### config.mk
export PLATFORM = sky130hd
export DESIGN_NAME = pcg_glue
export DESIGN_NICKNAME = d
export VERILOG_FILES = /design/src/rtl/pcg_pkg.sv /design/src/rtl/pcg_rst_stretch.sv /design/src/rtl/pcg_lamp_shift.sv /design/src/rtl/pcg_glue.sv
export SDC_FILE = /design/constraint.sdc
export NUM_CORES = 1
export LEC_CHECK = 0
export ABC_CLOCK_PERIOD_IN_PS = 2500
export BUFFER_PORTS_ARGS = -buffer_cell sky130_fd_sc_hd__buf_2
export CORE_MARGIN = 4
export CORE_UTILIZATION = 55
export DETAILED_ROUTE_END_ITERATION = 8
export GPL_ROUTABILITY_DRIVEN = 0
export PLACE_DENSITY = 0.79
export SLEW_MARGIN = 20
export SYNTH_ARGS = -nofsm -noshare
export SYNTH_HDL_FRONTEND = slang
export SYNTH_SLANG_ARGS = --single-unit
### constraint.sdc
create_clock -name CLOCK -period 2.5 [get_ports CLOCK]
set_input_delay 0.125 -clock CLOCK [delete_from_list [all_inputs] [get_ports CLOCK]]
set_output_delay 0.125 -clock CLOCK [all_outputs]
set_load 0.01 [all_outputs]
### src/rtl/pcg_pkg.sv
// Constants shared by the panel CPU bus glue
package pcg_pkg;
	// ************************************
	// Clock and timing
	// ************************************
	localparam int unsigned CLK_MHZ          = 200;
	localparam int unsigned SYS_OSC_HZ       = 7372800;
	localparam int unsigned E_DIV            = 4;
	localparam int unsigned BUS_PHASE_HZ     = SYS_OSC_HZ / E_DIV;
	localparam int unsigned CPU_RST_E_CYC    = 4064;
	localparam int unsigned RST_HOLD_MS      = 50;
	localparam int unsigned RST_HOLD_CYC_DEF = RST_HOLD_MS * CLK_MHZ * 1000;
	localparam int unsigned RST_CNT_W        = 24;
	localparam int unsigned LAMP_HALF_NS     = 40;
	localparam int unsigned LAMP_HALF_CYC    = (LAMP_HALF_NS * CLK_MHZ + 999) / 1000;
	localparam logic [3:0]  LAMP_HALF        = 4'(LAMP_HALF_CYC - 1);
	localparam logic [2:0]  LAMP_LAST_BIT    = 3'h7;
	// ************************************
	// Bus phases
	// ************************************
	localparam logic [1:0] PH_ADDR0 = 2'h0;
	localparam logic [1:0] PH_DATA0 = 2'h2;
	localparam logic [1:0] PH_DATA1 = 2'h3;
	localparam logic [1:0] PH_STEP  = 2'h1;
	// ************************************
	// Address decode
	// ************************************
	localparam int unsigned A15        = 15;
	localparam int unsigned A14        = 14;
	localparam int unsigned IO_IDX_MSB = 13;
	localparam int unsigned IO_IDX_LSB = 11;
	localparam logic [15:0] RAM_BASE   = 16'h4000;
	localparam logic [15:0] RAM_TOP    = 16'h7FFF;
	localparam logic [15:0] ADDR_IDLE  = 16'hFFFF;
	localparam logic [2:0]  IO_SWITCH_RD_A = 3'h6;
	localparam logic [2:0]  IO_ID_RD_B     = 3'h7;
	localparam logic [7:0]  SEL_NONE   = 8'hFF;
	localparam logic [7:0]  SEL_ONE    = 8'h01;
	// ************************************
	// Register map
	// ************************************
	localparam logic [7:0] REG_CTRL     = 8'h00;
	localparam logic [7:0] REG_LAMP     = 8'h04;
	localparam logic [7:0] REG_EXT_ADDR = 8'h08;
	localparam logic [7:0] REG_EXT_WR   = 8'h0C;
	localparam logic [7:0] REG_EXT_RD   = 8'h10;
	localparam logic [7:0] REG_STATUS   = 8'h14;
	localparam int unsigned CTRL_TX_BIT   = 0;
	localparam int unsigned CTRL_LAMP_LSB = 4;
	localparam int unsigned ST_EXT_BUSY   = 0;
	localparam int unsigned ST_LAMP_BUSY  = 1;
	localparam int unsigned ST_RST_DONE   = 2;
	localparam logic [1:0] HTRANS_NONSEQ = 2'h2;
	localparam logic       HRESP_OKAY    = 1'b0;
endpackage

### src/rtl/pcg_rst_stretch.sv
// Supervisor reset stretcher for the board reset line
`timescale 1ns/100ps
`default_nettype none
module pcg_rst_stretch #(
	parameter int unsigned HOLD_CYC = pcg_pkg::RST_HOLD_CYC_DEF
) (
	// Clock and reset
	input  wire logic clk,
	input  wire logic rst_n,
	// Supply monitor and stretched reset
	input  wire logic supply_ok,
	output logic      rst_done
);
	import pcg_pkg::*;
	localparam logic [RST_CNT_W-1:0] LAST = RST_CNT_W'(HOLD_CYC - 1);
	typedef struct packed {
		logic [RST_CNT_W-1:0] cnt;
		logic                 done;
	} pcg_rst_st_t;
	pcg_rst_st_t s_q, s_d;

	always_comb begin
		s_d = s_q;
		if (!supply_ok) begin
			s_d = '0;
		end else if (!s_q.done) begin
			s_d.cnt  = s_q.cnt + RST_CNT_W'(1);
			s_d.done = (s_q.cnt == LAST);
		end
	end

	always_ff @(posedge clk or negedge rst_n) begin
		if (!rst_n) begin
			s_q <= '0;
		end else begin
			s_q <= s_d;
		end
	end

	assign rst_done = s_q.done;
endmodule
`default_nettype wire

### src/rtl/pcg_lamp_shift.sv
// Serial bitstream shifter for the lamp drivers
`timescale 1ns/100ps
`default_nettype none
module pcg_lamp_shift (
	// Clock and reset
	input  wire logic       clk,
	input  wire logic       rst_n,
	// Byte to send
	input  wire logic       go,
	input  wire logic [7:0] byte_in,
	output logic            busy,
	// Serial lines
	output logic            ser_bit,
	output logic            ser_clk
);
	import pcg_pkg::*;
	typedef struct packed {
		logic [7:0] sh;
		logic [3:0] cnt;
		logic [2:0] idx;
		logic       sclk;
		logic       busy;
	} pcg_lamp_st_t;
	pcg_lamp_st_t s_q, s_d;

	always_comb begin
		s_d = s_q;
		if (!s_q.busy) begin
			if (go) begin
				s_d      = '0;
				s_d.sh   = byte_in;
				s_d.busy = 1'b1;
			end
		end else if (s_q.cnt != LAMP_HALF) begin
			s_d.cnt = s_q.cnt + 4'h1;
		end else begin
			s_d.cnt  = '0;
			s_d.sclk = !s_q.sclk;
			if (s_q.sclk) begin
				s_d.sh  = {s_q.sh[6:0], 1'b0};
				s_d.idx = s_q.idx + 3'h1;
				s_d.busy = (s_q.idx != LAMP_LAST_BIT);
			end
		end
	end

	always_ff @(posedge clk or negedge rst_n) begin
		if (!rst_n) begin
			s_q <= '0;
		end else begin
			s_q <= s_d;
		end
	end

	assign busy    = s_q.busy;
	assign ser_bit = s_q.sh[7];
	assign ser_clk = s_q.sclk;
endmodule
`default_nettype wire

### src/rtl/pcg_glue.sv
// Panel CPU bus glue: bus cycle engine, decode and board controls
// ************************************
// ************************************
//
// Our own choices: register access over AHB-Lite and the placing of the registers.
`timescale 1ns/100ps
`default_nettype none
module pcg_glue #(
	parameter int unsigned RST_HOLD_CYC = pcg_pkg::RST_HOLD_CYC_DEF
) (
	// Clock and reset
	input  wire logic        CLOCK,
	input  wire logic        RST_N,
	// AHB-Lite slave
	input  wire logic        HSEL,
	input  wire logic [31:0] HADDR,
	input  wire logic [1:0]  HTRANS,
	input  wire logic        HWRITE,
	input  wire logic [2:0]  HSIZE,
	input  wire logic [31:0] HWDATA,
	input  wire logic        HREADY,
	output logic             HREADYOUT,
	output logic [31:0]      HRDATA,
	output logic             HRESP,
	// Multiplexed external bus
	output logic [7:0]       EXT_ADDR_HI,
	output logic [7:0]       EXT_ADDR_LO,
	input  wire logic [7:0]  EXT_AD_I,
	output logic [7:0]       EXT_AD_O,
	output logic             EXT_AD_OE_N,
	output logic             ADDR_STROBE,
	output logic             EXT_RD,
	output logic             BUS_PHASE_CLK,
	// Memory and I/O selects
	output logic             RAM_SEL_LO_N,
	output logic             RAM_SEL_HI,
	output logic             RAM_WE_N,
	output logic [7:0]       IO_SEL_N,
	// Switches and board ID
	input  wire logic [9:0]  ADDR_SWITCH_BITS,
	input  wire logic [5:0]  BOARD_ID,
	// Lamp drivers
	output logic             LAMP_SER_BIT,
	output logic             LAMP_SER_CLK,
	output logic [3:0]       LAMP_DRV_SEL_N,
	// Line transceiver and board reset
	output logic             LINE_TX_EN,
	input  wire logic        SUPPLY_OK,
	output logic             SYS_RST_N
);
	import pcg_pkg::*;

	typedef struct packed {
		logic [1:0]  ph;
		logic        strobe;
		logic        pclk;
		logic        act;
		logic        rd;
		logic        pend;
		logic        prd;
		logic [15:0] addr;
		logic [15:0] ext_addr;
		logic [7:0]  wdat;
		logic [7:0]  rdat;
		logic [7:0]  ad_o;
		logic        ad_oe_n;
		logic [7:0]  alo;
		logic        ram_lo_n;
		logic        ram_hi;
		logic        we_n;
		logic [7:0]  sel_n;
		logic        tx_en;
		logic [3:0]  lamp_sel;
		logic        lamp_go;
		logic [7:0]  lamp_byte;
		logic        dph;
		logic        dwr;
		logic        dmap;
		logic [7:0]  daddr;
		logic        hready;
		logic [31:0] hrdata;
	} pcg_glue_st_t;

	localparam pcg_glue_st_t GLUE_RST = '{
		addr: ADDR_IDLE, ad_oe_n: 1'b1, ram_lo_n: 1'b1, we_n: 1'b1,
		sel_n: SEL_NONE, hready: 1'b1, default: '0};

	pcg_glue_st_t s_q, s_d;
	logic         rst_done;
	logic         lamp_busy;
	logic         ext_busy;

	// ************************************
	// Board reset and lamp shifter
	// ************************************
	// stretched supervisor reset
	pcg_rst_stretch #(.HOLD_CYC(RST_HOLD_CYC)) u_rst (
		.clk       (CLOCK),
		.rst_n     (RST_N),
		.supply_ok (SUPPLY_OK),
		.rst_done  (rst_done)
	);

	pcg_lamp_shift u_lamp (
		.clk     (CLOCK),
		.rst_n   (RST_N),
		.go      (s_q.lamp_go),
		.byte_in (s_q.lamp_byte),
		.busy    (lamp_busy),
		.ser_bit (LAMP_SER_BIT),
		.ser_clk (LAMP_SER_CLK)
	);

	assign ext_busy = s_q.pend || s_q.act;

	// ************************************
	// Next state
	// ************************************
	always_comb begin
		s_d         = s_q;
		s_d.lamp_go = 1'b0;
		s_d.ph     = s_q.ph + PH_STEP;
		s_d.strobe = (s_d.ph == PH_ADDR0);
		s_d.pclk   = (s_d.ph == PH_DATA0) || (s_d.ph == PH_DATA1);
		if (s_d.ph == PH_ADDR0) begin
			s_d.act = s_q.pend && rst_done;
			if (s_d.act) begin
				s_d.rd   = s_q.prd;
				s_d.addr = s_q.ext_addr;
				s_d.pend = 1'b0;
			end
		end
		if (s_d.act && !s_d.pclk) begin
			s_d.ad_o    = s_d.addr[7:0];
			s_d.ad_oe_n = 1'b0;
		end else if (s_d.act && !s_d.rd) begin
			s_d.ad_o    = s_q.wdat;
			s_d.ad_oe_n = 1'b0;
		end else begin
			s_d.ad_oe_n = 1'b1;
		end
		if (s_q.strobe && !s_d.strobe) begin
			s_d.alo = s_q.ad_o;
		end
		s_d.ram_lo_n = s_d.addr[A15];
		s_d.ram_hi = s_d.act && s_d.addr[A14] && s_d.pclk;
		s_d.we_n = !(s_d.act && s_d.pclk && !s_d.rd);
		s_d.sel_n = SEL_NONE;
		if (s_d.act && s_d.pclk && !s_d.addr[A15] && !s_d.addr[A14]) begin
			s_d.sel_n = ~(SEL_ONE << s_d.addr[IO_IDX_MSB:IO_IDX_LSB]);
		end
		// Read data taken at end of second half
		if (s_q.ph == PH_DATA1 && s_q.act && s_q.rd) begin
			if (!s_q.sel_n[IO_SWITCH_RD_A]) begin
				s_d.rdat = ADDR_SWITCH_BITS[7:0];
			end else if (!s_q.sel_n[IO_ID_RD_B]) begin
				s_d.rdat = {ADDR_SWITCH_BITS[9:8], BOARD_ID};
			end else begin
				s_d.rdat = EXT_AD_I;
			end
		end
		if (!rst_done) begin
			s_d.tx_en = 1'b0;
		end
		// AHB-Lite address and data phase
		s_d.hready = 1'b1;
		if (s_q.dph) begin
			s_d.dph    = 1'b0;
			s_d.hrdata = '0;
			if (!s_q.dmap) begin
				s_d.hrdata = '0;
			end else if (s_q.daddr == REG_CTRL) begin
				if (s_q.dwr) begin
					s_d.tx_en    = HWDATA[CTRL_TX_BIT] && rst_done;
					s_d.lamp_sel = HWDATA[CTRL_LAMP_LSB +: 4];
				end
				s_d.hrdata[CTRL_TX_BIT]       = s_q.tx_en;
				s_d.hrdata[CTRL_LAMP_LSB +: 4] = s_q.lamp_sel;
			end else if (s_q.daddr == REG_LAMP) begin
				if (s_q.dwr && !lamp_busy) begin
					s_d.lamp_byte = HWDATA[7:0];
					s_d.lamp_go   = 1'b1;
				end
				s_d.hrdata[7:0] = s_q.lamp_byte;
			end else if (s_q.daddr == REG_EXT_ADDR) begin
				if (s_q.dwr) begin
					s_d.ext_addr = HWDATA[15:0];
				end
				s_d.hrdata[15:0] = s_q.ext_addr;
			end else if (s_q.daddr == REG_EXT_WR) begin
				if (s_q.dwr && !ext_busy) begin
					s_d.wdat = HWDATA[7:0];
					s_d.pend = 1'b1;
					s_d.prd  = 1'b0;
				end
				s_d.hrdata[7:0] = s_q.wdat;
			end else if (s_q.daddr == REG_EXT_RD) begin
				if (s_q.dwr && !ext_busy) begin
					s_d.pend = 1'b1;
					s_d.prd  = 1'b1;
				end
				s_d.hrdata[7:0] = s_q.rdat;
			end else if (s_q.daddr == REG_STATUS) begin
				s_d.hrdata[ST_EXT_BUSY]  = ext_busy;
				s_d.hrdata[ST_LAMP_BUSY] = lamp_busy;
				s_d.hrdata[ST_RST_DONE]  = rst_done;
			end
		end else if (HSEL && HREADY && HTRANS == HTRANS_NONSEQ) begin
			s_d.dph    = 1'b1;
			s_d.hready = 1'b0;
			s_d.dwr    = HWRITE;
			s_d.daddr  = HADDR[7:0];
			s_d.dmap   = (HADDR[31:8] == '0) && (HADDR[1:0] == 2'h0);
		end
	end

	always_ff @(posedge CLOCK or negedge RST_N) begin
		if (!RST_N) begin
			s_q <= GLUE_RST;
		end else begin
			s_q <= s_d;
		end
	end

	// ************************************
	// Outputs
	// ************************************
	assign HREADYOUT     = s_q.hready;
	assign HRDATA        = s_q.hrdata;
	assign HRESP         = HRESP_OKAY;
	assign EXT_ADDR_HI   = s_q.addr[15:8];
	assign EXT_ADDR_LO   = s_q.alo;
	assign EXT_AD_O      = s_q.ad_o;
	assign EXT_AD_OE_N   = s_q.ad_oe_n;
	assign ADDR_STROBE   = s_q.strobe;
	assign EXT_RD        = s_q.rd || !s_q.act;
	assign BUS_PHASE_CLK = s_q.pclk;
	assign RAM_SEL_LO_N  = s_q.ram_lo_n;
	assign RAM_SEL_HI    = s_q.ram_hi;
	assign RAM_WE_N      = s_q.we_n;
	assign IO_SEL_N      = s_q.sel_n;
	assign LAMP_DRV_SEL_N = ~s_q.lamp_sel;
	assign LINE_TX_EN    = s_q.tx_en;
	assign SYS_RST_N     = rst_done;
endmodule
`default_nettype wire

==> results of run 1 <==
==> how the worst max path moves through the flow <==
stage,depth (start not counted),startpoint,to,slack [ns]
global route,7,HADDR[30],s_q[41],0.29
CTS,5,BUS_PHASE_CLK,EXT_AD_O[7],0.42
detailed placement,4,s_q[34],s_q[115],0.46
finish,7,HADDR[30],s_q[41],0.37
floorplan,7,u_lamp.s_q[5],u_lamp.ser_bit,0.59
global placement,4,s_q[34],s_q[116],0.49
==> registers in the layout (all words and copies together) (netlist names), 8 cells and up <==
| register | cells |
|---|---|
| s_q | 69 |
| u_rst.s_q | 24 |
| HRDATA | 16 |
| u_lamp.s_q | 14 |
| EXT_ADDR_HI | 8 |
| EXT_ADDR_LO | 8 |
| EXT_AD_O | 8 |
| IO_SEL_N | 8 |
==> routing by layer <==
metal / vias to the layer above / global-route usage / routed length [um]
li1: 2882 / - / -
met1: 2990 / 0.297 / 8080
met2: 190 / 0.375 / 9310
met3: 29 / 0.0541 / 1050
met4: 2 / 0.0726 / 370
met5: - / 0 / 13
==> metrics by stage <==
stage	worst slack, ns	std cells	hold WS [ns]	area (um2)
3_3_place_gp	0.492	1029	0.189	8740
4_1_cts	0.424	1088	0.00324	9620
5_1_grt	0.290	1088	0.0115	9620
2_1_floorplan	0.594	785	-0.171	8310
6_report	0.369	1088	0.0188	9620
3_5_place_dp	0.460	1029	0.195	8740
==> power breakdown <==
part / leakage, nW / switching (mW) / total (mW) / internal (mW)
sequential: 2.09 / 0.0712 / 2.82 / 2.75
clock: 0.298 / 1.05 / 2.71 / 1.66
combinational: 2.22 / 0.317 / 0.553 / 0.236
total: 4.61 / 1.44 / 6.09 / 4.65
==> final cells by class <==
cell class | count | area share
multi-input combinational | 495 | 0.349
clock buffer | 17 | 0.0442
inverter | 24 | 0.00936
timing repair buffer | 187 | 0.119
tap | 184 | 0.0239
sequential | 166 | 0.435
clock inverter | 15 | 0.0194
==> critical path: stages <==
cell and delay [ns]:
dlygate4sd3_1 0.54, buf_2 0.12, nor4_1 0.25, dlygate4sd3_1 0.60, nand3_1 0.06, dlygate4sd3_1 0.56, o31ai_1 0.18
==> layout by cell type (no fill, tap or decap), types with 5 or more instances in the layout <==
| cell type | synthesis | final |
|---|---|---|
| buf_2 | 6 | 142 |
| dfrtp_1 | 139 | 139 |
| nand2_1 | 89 | 89 |
| mux2_2 | 60 | 60 |
| o21ai_0 | 43 | 43 |
| nor2_1 | 36 | 36 |
| dfstp_2 | 27 | 27 |
| dlygate4sd3_1 | 0 | 27 |
| inv_1 | 24 | 24 |
| mux2i_1 | 21 | 21 |
| nand3_1 | 20 | 20 |
| a21oi_1 | 18 | 18 |
| conb_1 | 1 | 17 |
| clkbuf_16 | 0 | 17 |
| nor4_1 | 15 | 15 |
| buf_4 | 65 | 15 |
| nand4_1 | 13 | 13 |
| a22oi_1 | 12 | 12 |
| o2bb2ai_1 | 12 | 12 |
| nand2b_1 | 10 | 10 |
| or3_1 | 9 | 9 |
| a22o_1 | 9 | 9 |
| nor2b_1 | 8 | 8 |
| mux2_4 | 8 | 8 |
| xnor2_1 | 7 | 7 |
| a221o_1 | 7 | 7 |
| and2_1 | 7 | 7 |
| clkinv_2 | 0 | 7 |
| and3_1 | 6 | 6 |
| o31ai_1 | 6 | 6 |
| ha_1 | 6 | 6 |
| or4_1 | 5 | 5 |
| nor3_1 | 5 | 5 |
==> kinds of logic (layout without fill, tap and decap cells) <==
family,count (synthesis),after routing,synth area share
other,1,17,0.000455
adders and majority gates,6,6,0.00910
buffers and inverters,124,243,0.0924
AOI/OAI and AO/OA,129,129,0.106
muxes,89,89,0.122
and+or+nand+nor,243,243,0.151
xor gates and xnor gates,11,11,0.0117
DFF,166,166,0.508
==> reports/qor_table.md, run 1 <==
| Item | This run | Unit |
| --- | --- | --- |
| Status | complete, no violations | - |
| Total number of nets in the final design | 996 | - |
| Kind of critical path | in -> reg | - |
| CTS tree | done | - |
| Required time at the worst-slack endpoint | 2.82 | ns |
| Overflow left after global routing | 0 | - |
| Average detailed-routed wire length per instance | 17.3 | um |
| Relative area change from synthesis to final layout | 16.7 | % |
| List of most frequent post-synthesis cells | 139 x dfrtp_1, 89 x nand2_1, 65 x buf_4 | - |
| Initial Utilization | 0.565 | - |
| Synthesis-stage register bit count | 166 | - |
| Distinct cells, synth | 60 | - |
| Worst hold path cell count | 3 | - |
| Overall die width | 130 | um |
| Die Footprint | 17000 | um2 |
| Warnings, synthesis | 0 | - |
| Class of the worst hold path | in -> reg | - |
| Final-report setup violation count | 0 | - |
| FF+latch area | 4190 | um2 |
| Total length of routed wires | 18.8 | mm |
| Power per cell area | 632 | nW/um2 |
| First-pass GRT wire length | 30.2 | mm |
| Number of flops mapped to enable cells by yosys | 0 | - |
| Depth of the worst register-to-register path | 5 | - |
| Total inserted antenna cells | 0 | - |
| Top-area cell type share of the netlist area | 0.422 | - |
| R2R Path End | EXT_AD_O[7] | - |
| Hold path startpoint | ADDR_SWITCH_BITS[4] | - |
| Post-Synthesis Mean Instance Area | 10.7 | um2 |
| Fraction of final layout cells sized beyond drive strength 1 | 0.330 | - |
| Slew margin rel. | 0.472 | - |
| Dominant cell type by area after synthesis | dfrtp_1 | - |
| Post-cts hold buffer count | 27 | - |
| DPL Wire Length | 13.3 | mm |
| Area occupied by multi-input gates | 3360 | um2 |
| Top-Level Pins | 180 | - |
| Antenna violations before repair | 1 | - |
| Number of standard cells after synthesis | 769 | - |
| Count of port buffers added during placement | 143 | - |
| Vias in the first global route | 6126 | - |
| Final antenna-violating net count | 0 | - |
| Most common cell in the synthesized netlist | dfrtp_1 | - |
| Sort of element at the end of the critical path | flip-flop | - |
| Worst setup SP type | input port | - |
| Num rows | 44 | - |
| Reg clk slew, reported paths | 0.06 | ns |
| Clock latency of the later-clocked register in the worst-skew pair | 0.42 | ns |
| Share of flip-flops with an asynchronous set or reset | 1.00 | - |
| MaxCap Viol Count | 0 | - |
| Routed via count divided by cell count | 5.60 | - |
| Final max-slew violation count | 0 | - |
| Achievable frequency | 469 | MHz |
| Share of the clock period used by the worst path | 0.852 | - |
| Number of fill cells in the layout | 1135 | - |
| Actual slew at the worst max-slew pin | 0.791 | ns |
| Maximum number of pins on one net before global-route repair | 74 | - |
| Buffers inserted during post-CTS setup optimization | 0 | - |
| Vias | 6093 | - |
| CTS HTree Levels | 4 | - |
| Cell Area, Synth | 8250 | um2 |
| Number of hold violations in the final report | 0 | - |
| Clock buffers created by TritonCTS | 17 | - |
| Placeable Area | 14600 | um2 |
| Dominant synthesized flop cell | dfrtp_1 | - |
| Combined global-route utilization of all metal layers | 0.226 | - |
| Worst clock skew | 0.00805 | ns |
| Number of buffers on the longest clock path | 2 | - |
| Clk sinks | 166 | - |
| Flop-to-flop setup slack | 0.42 | ns |
| 1st-iter DRT viols | 345 | - |
| Final core area utilization | 0.660 | - |
| Final sum of negative setup slack | 0 | ns |
| Largest cells by area after synthesis | dfrtp_1 42%, dfstp_2 8.6%, mux2_2 8.2% | - |
| Critical path fanouts, max | 1 | - |
| Standby leakage power | 4.61 | nW |
| Unrepaired setup endpoints after global routing | no | - |
| Power consumption | 6.09 | mW |
| Sequential cell area fraction in the yosys report | 0.508 | - |
| Worst reg2reg startpoint | s_q[140] | - |
| CTS-repair resized insts | 0 | - |
| Clock Tree Root | clkbuf_16 | - |
| Pre-antenna DRT Iters | 6 | - |
| Maximum vdd drop | 0.464 | mV |
| WHS Endpoint | s_q[90] | - |
| Arrival time of the worst setup path | 2.45 | ns |
| Final critical path time including I/O delays and setup | 2.13 | ns |
| Remaining routing DRC violations | 0 | - |
| Die Y-Extent | 130 | um |
Power figures use the tool's default switching activity.
==> inputs of run 2 (changes only) <==
- ABC_CLOCK_PERIOD_IN_PS: 2500 -> 2200
- clock period: 2.5 -> 2.2 ns (I/O delays scaled with it)
==> run 2 against run 1 <==
  * Flip-flop and latch count is the same
  * Via count grew 2.1%
  * Core utilization grew 0.92 points
  * Critical endpoint is now u_lamp.s_q[12]
  * Largest cell class unchanged
  * Largest power group unchanged
==> reports/qor_table.md, run 2 (synthesized netlist as in run 1, its figures left out) <==
| Item | This run | Unit | vs previous |
| --- | --- | --- | --- |
| Status | complete, no violations | - |  |
| Sw Share | 0.239 | - | +0.00280 |
| Initial Utilization | 0.565 | - | unchanged |
| CP max-delay cell | and3_1 | - |  |
| Required time at the worst-slack endpoint | 2.51 | ns | -0.31 ns |
| Final-report setup violation count | 0 | - | unchanged |
| Relative area change from synthesis to final layout | 18.3 | % |  |
| Slew margin rel. | 0.513 | - | +0.0409 |
| Unrepaired setup endpoints after global routing | no | - |  |
| Combined global-route utilization of all metal layers | 0.234 | - | +0.00708 |
| Cell Count Post-Placement | 1036 | - | +0.68% |
| Average detailed-routed wire length per instance | 17.6 | um | +1.4% |
| CTS HTree Levels | 4 | - | unchanged |
| Final antenna-violating net count | 0 | - | unchanged |
| Series of cell instances along the critical path | ha_1 > and3b_1 > and3_1 > mux2_2 > a221o_1 | - |  |
| Hold path startpoint | ADDR_SWITCH_BITS[3] | - |  |
| Sequential share of power | 0.466 | - | +0.002 |
| Number of hold violations in the final report | 0 | - | unchanged |
| Internal power summed over all cells | 5.25 | mW | +13% |
| Remaining routing DRC violations | 0 | - | unchanged |
| Vias in the first global route | 6131 | - | +0.082% |
| Clock latency of the later-clocked register in the worst-skew pair | 0.43 | ns | about the same |
| CTS tree | done | - |  |
| Maximum number of pins on one net before global-route repair | 77 | - | +4.1% |
| Maximum vdd drop | 0.672 | mV | +45% |
| Number of buffers on the longest clock path | 2 | - | unchanged |
| Final standard cell count with taps included and fillers excluded | 1102 | - | +1.3% |
| Final worst setup slack | 0.214 | ns | -0.155 ns |
| Cell family with most CP delay | simple AND/OR/NAND/NOR gates | - |  |
| Overflow left after global routing | 0 | - | unchanged |
| Critical path fanouts, max | 9 | - | +8 |
| Net switching component of the power | 1.65 | mW | +15% |
| Fraction of final layout cells sized beyond drive strength 1 | 0.332 | - | +0.00260 |
| 1st-iter DRT viols | 478 | - | +39% |
| Actual slew at the worst max-slew pin | 0.730 | ns | -0.0613 ns |
| Post-Layout Inst Area | 9760 | um2 | +1.4% |
| Worst reg2reg startpoint | u_lamp.s_q[5] | - |  |
| First-pass GRT wire length | 31.1 | mm | +2.8% |
| Power per cell area | 707 | nW/um2 | +12% |
| Placeable Area | 14600 | um2 | unchanged |
| Worst clock skew | 0.00917 | ns | +0.00113 ns |
| Final sum of negative setup slack | 0 | ns | unchanged |
| Die Y-Extent | 130 | um | unchanged |
| Commonest cells after routing, fill and taps aside | 142 x buf_2, 139 x dfrtp_1, 89 x nand2_1 | - |  |
| Clock Tree Root | clkbuf_16 | - |  |
| Area occupied by multi-input gates | 3370 | um2 | +0.34% |
| Achievable frequency | 504 | MHz |  |
| Worst path max stage delay | 0.40 | ns | -0.20 ns |
| Pre-CTS worst setup slack | 0.137 | ns | -0.323 ns |
| MaxCap Viol Count | 0 | - | unchanged |
| Clk sinks | 166 | - | unchanged |
| Arrival time of the worst setup path | 2.29 | ns | -0.16 ns |
| Top-Level Pins | 180 | - | unchanged |
| DPL Wire Length | 13.5 | mm | +1.8% |
| Flip-flop count of the largest register, all copies and words added | 69 | - | unchanged |
| Kind of critical path | reg -> reg | - |  |
| Num rows | 44 | - | unchanged |
| Count of port buffers added during placement | 143 | - | unchanged |
| Total number of nets in the final design | 1010 | - | +1.4% |
| Routed via count divided by cell count | 5.64 | - | +0.76% |
| Share of power burned in the clock network | 0.443 | - | -0.002 |
| Most flop-heavy register | s_q | - |  |
| Standby leakage power | 4.68 | nW | +1.5% |
| Class of the worst hold path | in -> reg | - |  |
| Final max-slew violation count | 0 | - | unchanged |
| Total inserted antenna cells | 0 | - | unchanged |
| Antenna violations before repair | 1 | - | unchanged |
| Sort of element at the end of the critical path | flip-flop | - |  |
| Share of the clock period used by the worst path | 0.903 | - |  |
| Most common cell after layout, fill and taps aside | buf_2 | - |  |
| Clock buffers created by TritonCTS | 17 | - | unchanged |
| FF+latch area | 4190 | um2 | unchanged |
| Buffers inserted during post-CTS setup optimization | 0 | - | unchanged |
| Final critical path time including I/O delays and setup | 1.99 | ns |  |
| Overall die width | 130 | um | unchanged |
| Die Footprint | 17000 | um2 | unchanged |
| Total length of routed wires | 19.3 | mm | +2.7% |
| CP bufs+invs | 0 | - | -4 |
| Reg clk slew, reported paths | 0.06 | ns | about the same |
| Critical path startpoint | u_lamp.s_q[5] | - |  |
| Area post-placement | 8790 | um2 | +0.60% |
| Pre-antenna DRT Iters | 5 | - | -1 |
| Number of fill cells in the layout | 1116 | - | -1.7% |
| Vias | 6218 | - | +2.1% |
| Worst setup SP type | flip-flop | - |  |
| Proportion of power drawn by combinational gates | 0.091 | - | about the same |
[run 2: cell types whose count changed in the layout (fill, tap and decap cells not counted), moves of 2 or more]
cell           change
buf_4              +7
clkbuf_1           +2
clkbuf_8           +2
clkinv_2           -5
dlygate4sd3_1      +6
[run 2: final cells by class]
class / instances / share of cell area
flip-flops and latches: 166 / 0.429
multi-input cells: 495 / 0.345
repair buffers: 201 / 0.130
clock buffers: 21 / 0.0472
well taps: 184 / 0.0236
clock inverters: 11 / 0.0153
inverters: 24 / 0.00923
[run 2: worst paths after layout]
check,slack [ns],to,cells after the start
max,0.21,u_lamp.s_q[12],5
min,0.005,s_q[89],3
max reg2reg,0.21,u_lamp.s_q[12],5
min reg2reg,0.46,s_q[120],2
max in group asynchronous,1.21,EXT_ADDR_HI[6],3
min in group asynchronous,0.27,s_q[39],2
[run 2: stage by stage]
stage               power (mW)  utilization  hold slack (ns)
floorplan                 3.60            -           -0.186
global placement          3.83        0.603            0.186
detailed placement        3.85        0.603            0.192
CTS                       6.93        0.668          0.00493
global route              7.16        0.669           0.0115
finish                    6.90        0.669          0.00541
[run 2: timing repair]
action	CTS	global route
setup endpoints to repair	0	2
hold buffers	34	0
gates resized for setup	0	3
endpoints found under the hold margin	100	0
[run 2: power groups by stage]
stage	combinational [mW]	sequential, mW	clock, mW
2_1_floorplan	0.371	3.23	0
3_3_place_gp	0.563	3.27	0
3_5_place_dp	0.576	3.27	0
4_1_cts	0.625	3.22	3.09
5_1_grt	0.693	3.23	3.24
6_report	0.628	3.22	3.05
[run 2: metal layers]
| metal | part of all wire | wire length (um) | GRT usage |
|---|---|---|---|
| met1 | 0.43 | 8320 | 0.315 |
| met2 | 0.49 | 9500 | 0.378 |
| met3 | 0.062 | 1210 | 0.0589 |
| met4 | 0.015 | 295 | 0.0672 |
| met5 | 0.00067 | 13 | 0 |
[run 2: worst register-to-register path, cell delays in order (launching register included)]
cell and delay, ns:
dfrtp_1 0.38, ha_1 0.21, and3b_1 0.20, and3_1 0.40, mux2_2 0.39, a221o_1 0.29
==> inputs of run 3 (changes only) <==
- PLACE_DENSITY: 0.79 -> 0.8
==> run 3 against run 2 <==
  * Clock skew fell by 0.0017 ns
  * Worst hold slack lost 0.0037 ns
  * First-iteration DRC count fell by 13%
  * Design area fell by 1.1%
  * Combinational power is 1% lower
  * Cell count fell by 0.45%
  * Flip-flop and latch count is the same
  * Highest routed layer is now met4
  * Register-to-register slack got worse by 0.03 ns
  * Global-route usage decreased by 0.65 points
==> reports/qor_table.md, run 3 (synthesized netlist as in run 1, its figures left out) <==
| Item | This run | Unit | vs previous |
| --- | --- | --- | --- |
| Status | complete, no violations | - |  |
| Clock buffers created by TritonCTS | 17 | - | unchanged |
| Relative area change from synthesis to final layout | 17.0 | % |  |
| Standby leakage power | 4.62 | nW | -1.4% |
| Maximum number of pins on one net before global-route repair | 68 | - | -12% |
| Required time at the worst-slack endpoint | 2.54 | ns | +0.03 ns |
| Most flop-heavy register | s_q | - |  |
| Most common cell on crit path | dlygate4sd3_1 | - |  |
| Overflow left after global routing | 0 | - | unchanged |
| Commonest cells after routing, fill and taps aside | 142 x buf_2, 139 x dfrtp_1, 89 x nand2_1 | - |  |
| Die Footprint | 17000 | um2 | unchanged |
| Number of hold violations in the final report | 0 | - | unchanged |
| Die Y-Extent | 130 | um | unchanged |
| Worst path max stage delay | 0.59 | ns | +0.19 ns |
| Placeable Area | 14600 | um2 | unchanged |
| Final standard cell count with taps included and fillers excluded | 1097 | - | -0.45% |
| Share of the clock period used by the worst path | 0.937 | - | +0.0343 |
| Series of cell instances along the critical path | dlygate4sd3_1 > buf_2 > nor4_2 > dlygate4sd3_1 > nand3_1 > dlygate4sd3_1 > o31ai_1 | - |  |
| Flip-flop count of the largest register, all copies and words added | 69 | - | unchanged |
| Reg clk slew, reported paths | 0.07 | ns | about the same |
| Vias in the first global route | 6040 | - | -1.5% |
| Combined global-route utilization of all metal layers | 0.227 | - | -0.00646 |
| R2R Path End | EXT_AD_O[2] | - |  |
| Antenna violations before repair | 0 | - | -1 |
| Sort of element at the end of the critical path | flip-flop | - |  |
| Depth of the worst register-to-register path | 6 | - | +1 |
| Final critical path time including I/O delays and setup | 2.06 | ns | +0.0755 ns |
| Final antenna-violating net count | 0 | - | unchanged |
| Vias | 6218 | - | unchanged |
| Maximum vdd drop | 0.584 | mV | -13% |
| Number of fill cells in the layout | 1151 | - | +3.1% |
| Total inserted antenna cells | 0 | - | unchanged |
| Worst hold path cell count | 3 | - | unchanged |
| Cell Count Post-Placement | 1031 | - | -0.48% |
| Achievable frequency | 485 | MHz | -3.7% |
| Routed via count divided by cell count | 5.67 | - | +0.46% |
| Critical path endpoint | s_q[41] | - |  |
| Worst setup SP type | input port | - |  |
| Num rows | 44 | - | unchanged |
| Unrepaired setup endpoints after global routing | no | - |  |
| Initial Utilization | 0.565 | - | unchanged |
| Most common cell after layout, fill and taps aside | buf_2 | - |  |
| Final max-slew violation count | 0 | - | unchanged |
| CTS HTree Levels | 4 | - | unchanged |
| Class of the worst hold path | in -> reg | - |  |
| Power per cell area | 683 | nW/um2 | -3.5% |
| Total length of routed wires | 19.0 | mm | -1.7% |
| Clk sinks | 166 | - | unchanged |
| CTS tree | done | - |  |
| Hold path startpoint | ADDR_SWITCH_BITS[4] | - |  |
| Overall die width | 130 | um | unchanged |
| MaxCap Viol Count | 0 | - | unchanged |
| Arrival time of the worst setup path | 2.40 | ns | +0.11 ns |
| Fraction of final layout cells sized beyond drive strength 1 | 0.330 | - | -0.00256 |
| Top-Level Pins | 180 | - | unchanged |
| Flop-to-flop setup slack | 0.18 | ns | -0.03 ns |
| 1st-iter DRT viols | 414 | - | -13% |
| Average detailed-routed wire length per instance | 17.3 | um | -1.2% |
| Clock Tree Root | clkbuf_16 | - |  |
| Critical path startpoint | HADDR[31] | - |  |
| Worst reg2reg startpoint | BUS_PHASE_CLK | - |  |
| Total number of nets in the final design | 1005 | - | -0.50% |
| Number of buffers on the longest clock path | 2 | - | unchanged |
| CP max-delay cell | dlygate4sd3_1 | - |  |
| First-pass GRT wire length | 30.1 | mm | -3.0% |
| Kind of critical path | in -> reg | - |  |
| Final-report setup violation count | 0 | - | unchanged |
| Worst clock skew | 0.00751 | ns | -0.00166 ns |
| Count of port buffers added during placement | 143 | - | unchanged |
| Slew margin rel. | 0.563 | - | +0.0496 |
| DPL Wire Length | 13.4 | mm | -0.50% |
| Actual slew at the worst max-slew pin | 0.655 | ns | -0.0751 ns |
| Final sum of negative setup slack | 0 | ns | unchanged |
| Critical path fanouts, max | 1 | - | -8 |
| Power consumption | 6.59 | mW | -4.5% |
| Clock latency of the later-clocked register in the worst-skew pair | 0.43 | ns | about the same |
| Remaining routing DRC violations | 0 | - | unchanged |
| Pre-antenna DRT Iters | 5 | - | unchanged |
[run 3: changes by cell type in the layout (fill, tap and decap cells not counted), moves of 2 or more]
cell       previous run  this run
buf_4                22        17
bufinv_16             3         0
clkinv_4              2         4
inv_6                 1         4
[run 3: how the worst min path moves through the flow]
| stage | end | slack (ns) |
|---|---|---|
| after floorplan | ADDR_STROBE | -0.19 |
| after global routing | s_q[91] | 0.04 |
| after global placement | u_lamp.s_q[7] | 0.06 |
| after detailed placement | u_lamp.ser_clk | 0.06 |
| final | s_q[90] | 0.002 |
| after CTS | s_q[90] | 0.01 |
[run 3: timing repair]
action	in CTS	in global routing
endpoints found under the hold margin	88	0
setup buffers	0	0
endpoints found under the setup margin	0	3
gates resized for setup	0	2
hold buffers	34	0
[run 3: power breakdown]
| group | internal [mW] | switching (mW) |
|---|---|---|
| Clock | 1.49 | 1.26 |
| Combinational | 0.274 | 0.348 |
| Sequential | 3.12 | 0.0922 |
[run 3: critical path, delay by kind of cell]
family	cells	cell delay (ns)
simple gates	2	0.30
buf+inv	4	1.80
compound gates	1	0.19
[run 3: area by class of cell]
type,count,area [um2],share of cell area
Clock inverter,13,100,0.0104
Timing Repair Buffer,196,1230,0.127
Multi-Input combinational cell,495,3370,0.349
Sequential cell,166,4190,0.434
Clock buffer,19,443,0.0459
Inverter,24,90.1,0.00933
Tap cell,184,230,0.0239
[run 3: per-layer routing]
layer,global-route usage,part of all wire
met5,0,0
met4,0.0841,0.023
met3,0.0500,0.063
met2,0.366,0.50
met1,0.304,0.42
[run 3: per-stage QoR]
stage	cell area, um2	hold WS, ns	setup slack, ns	util
2_1_floorplan	8310	-0.186	0.294	-
3_3_place_gp	8760	0.0639	0.241	0.600
3_5_place_dp	8760	0.0629	0.133	0.600
4_1_cts	9640	0.0135	0.148	0.661
5_1_grt	9650	0.0398	0.0373	0.662
6_report	9650	0.00166	0.139	0.662
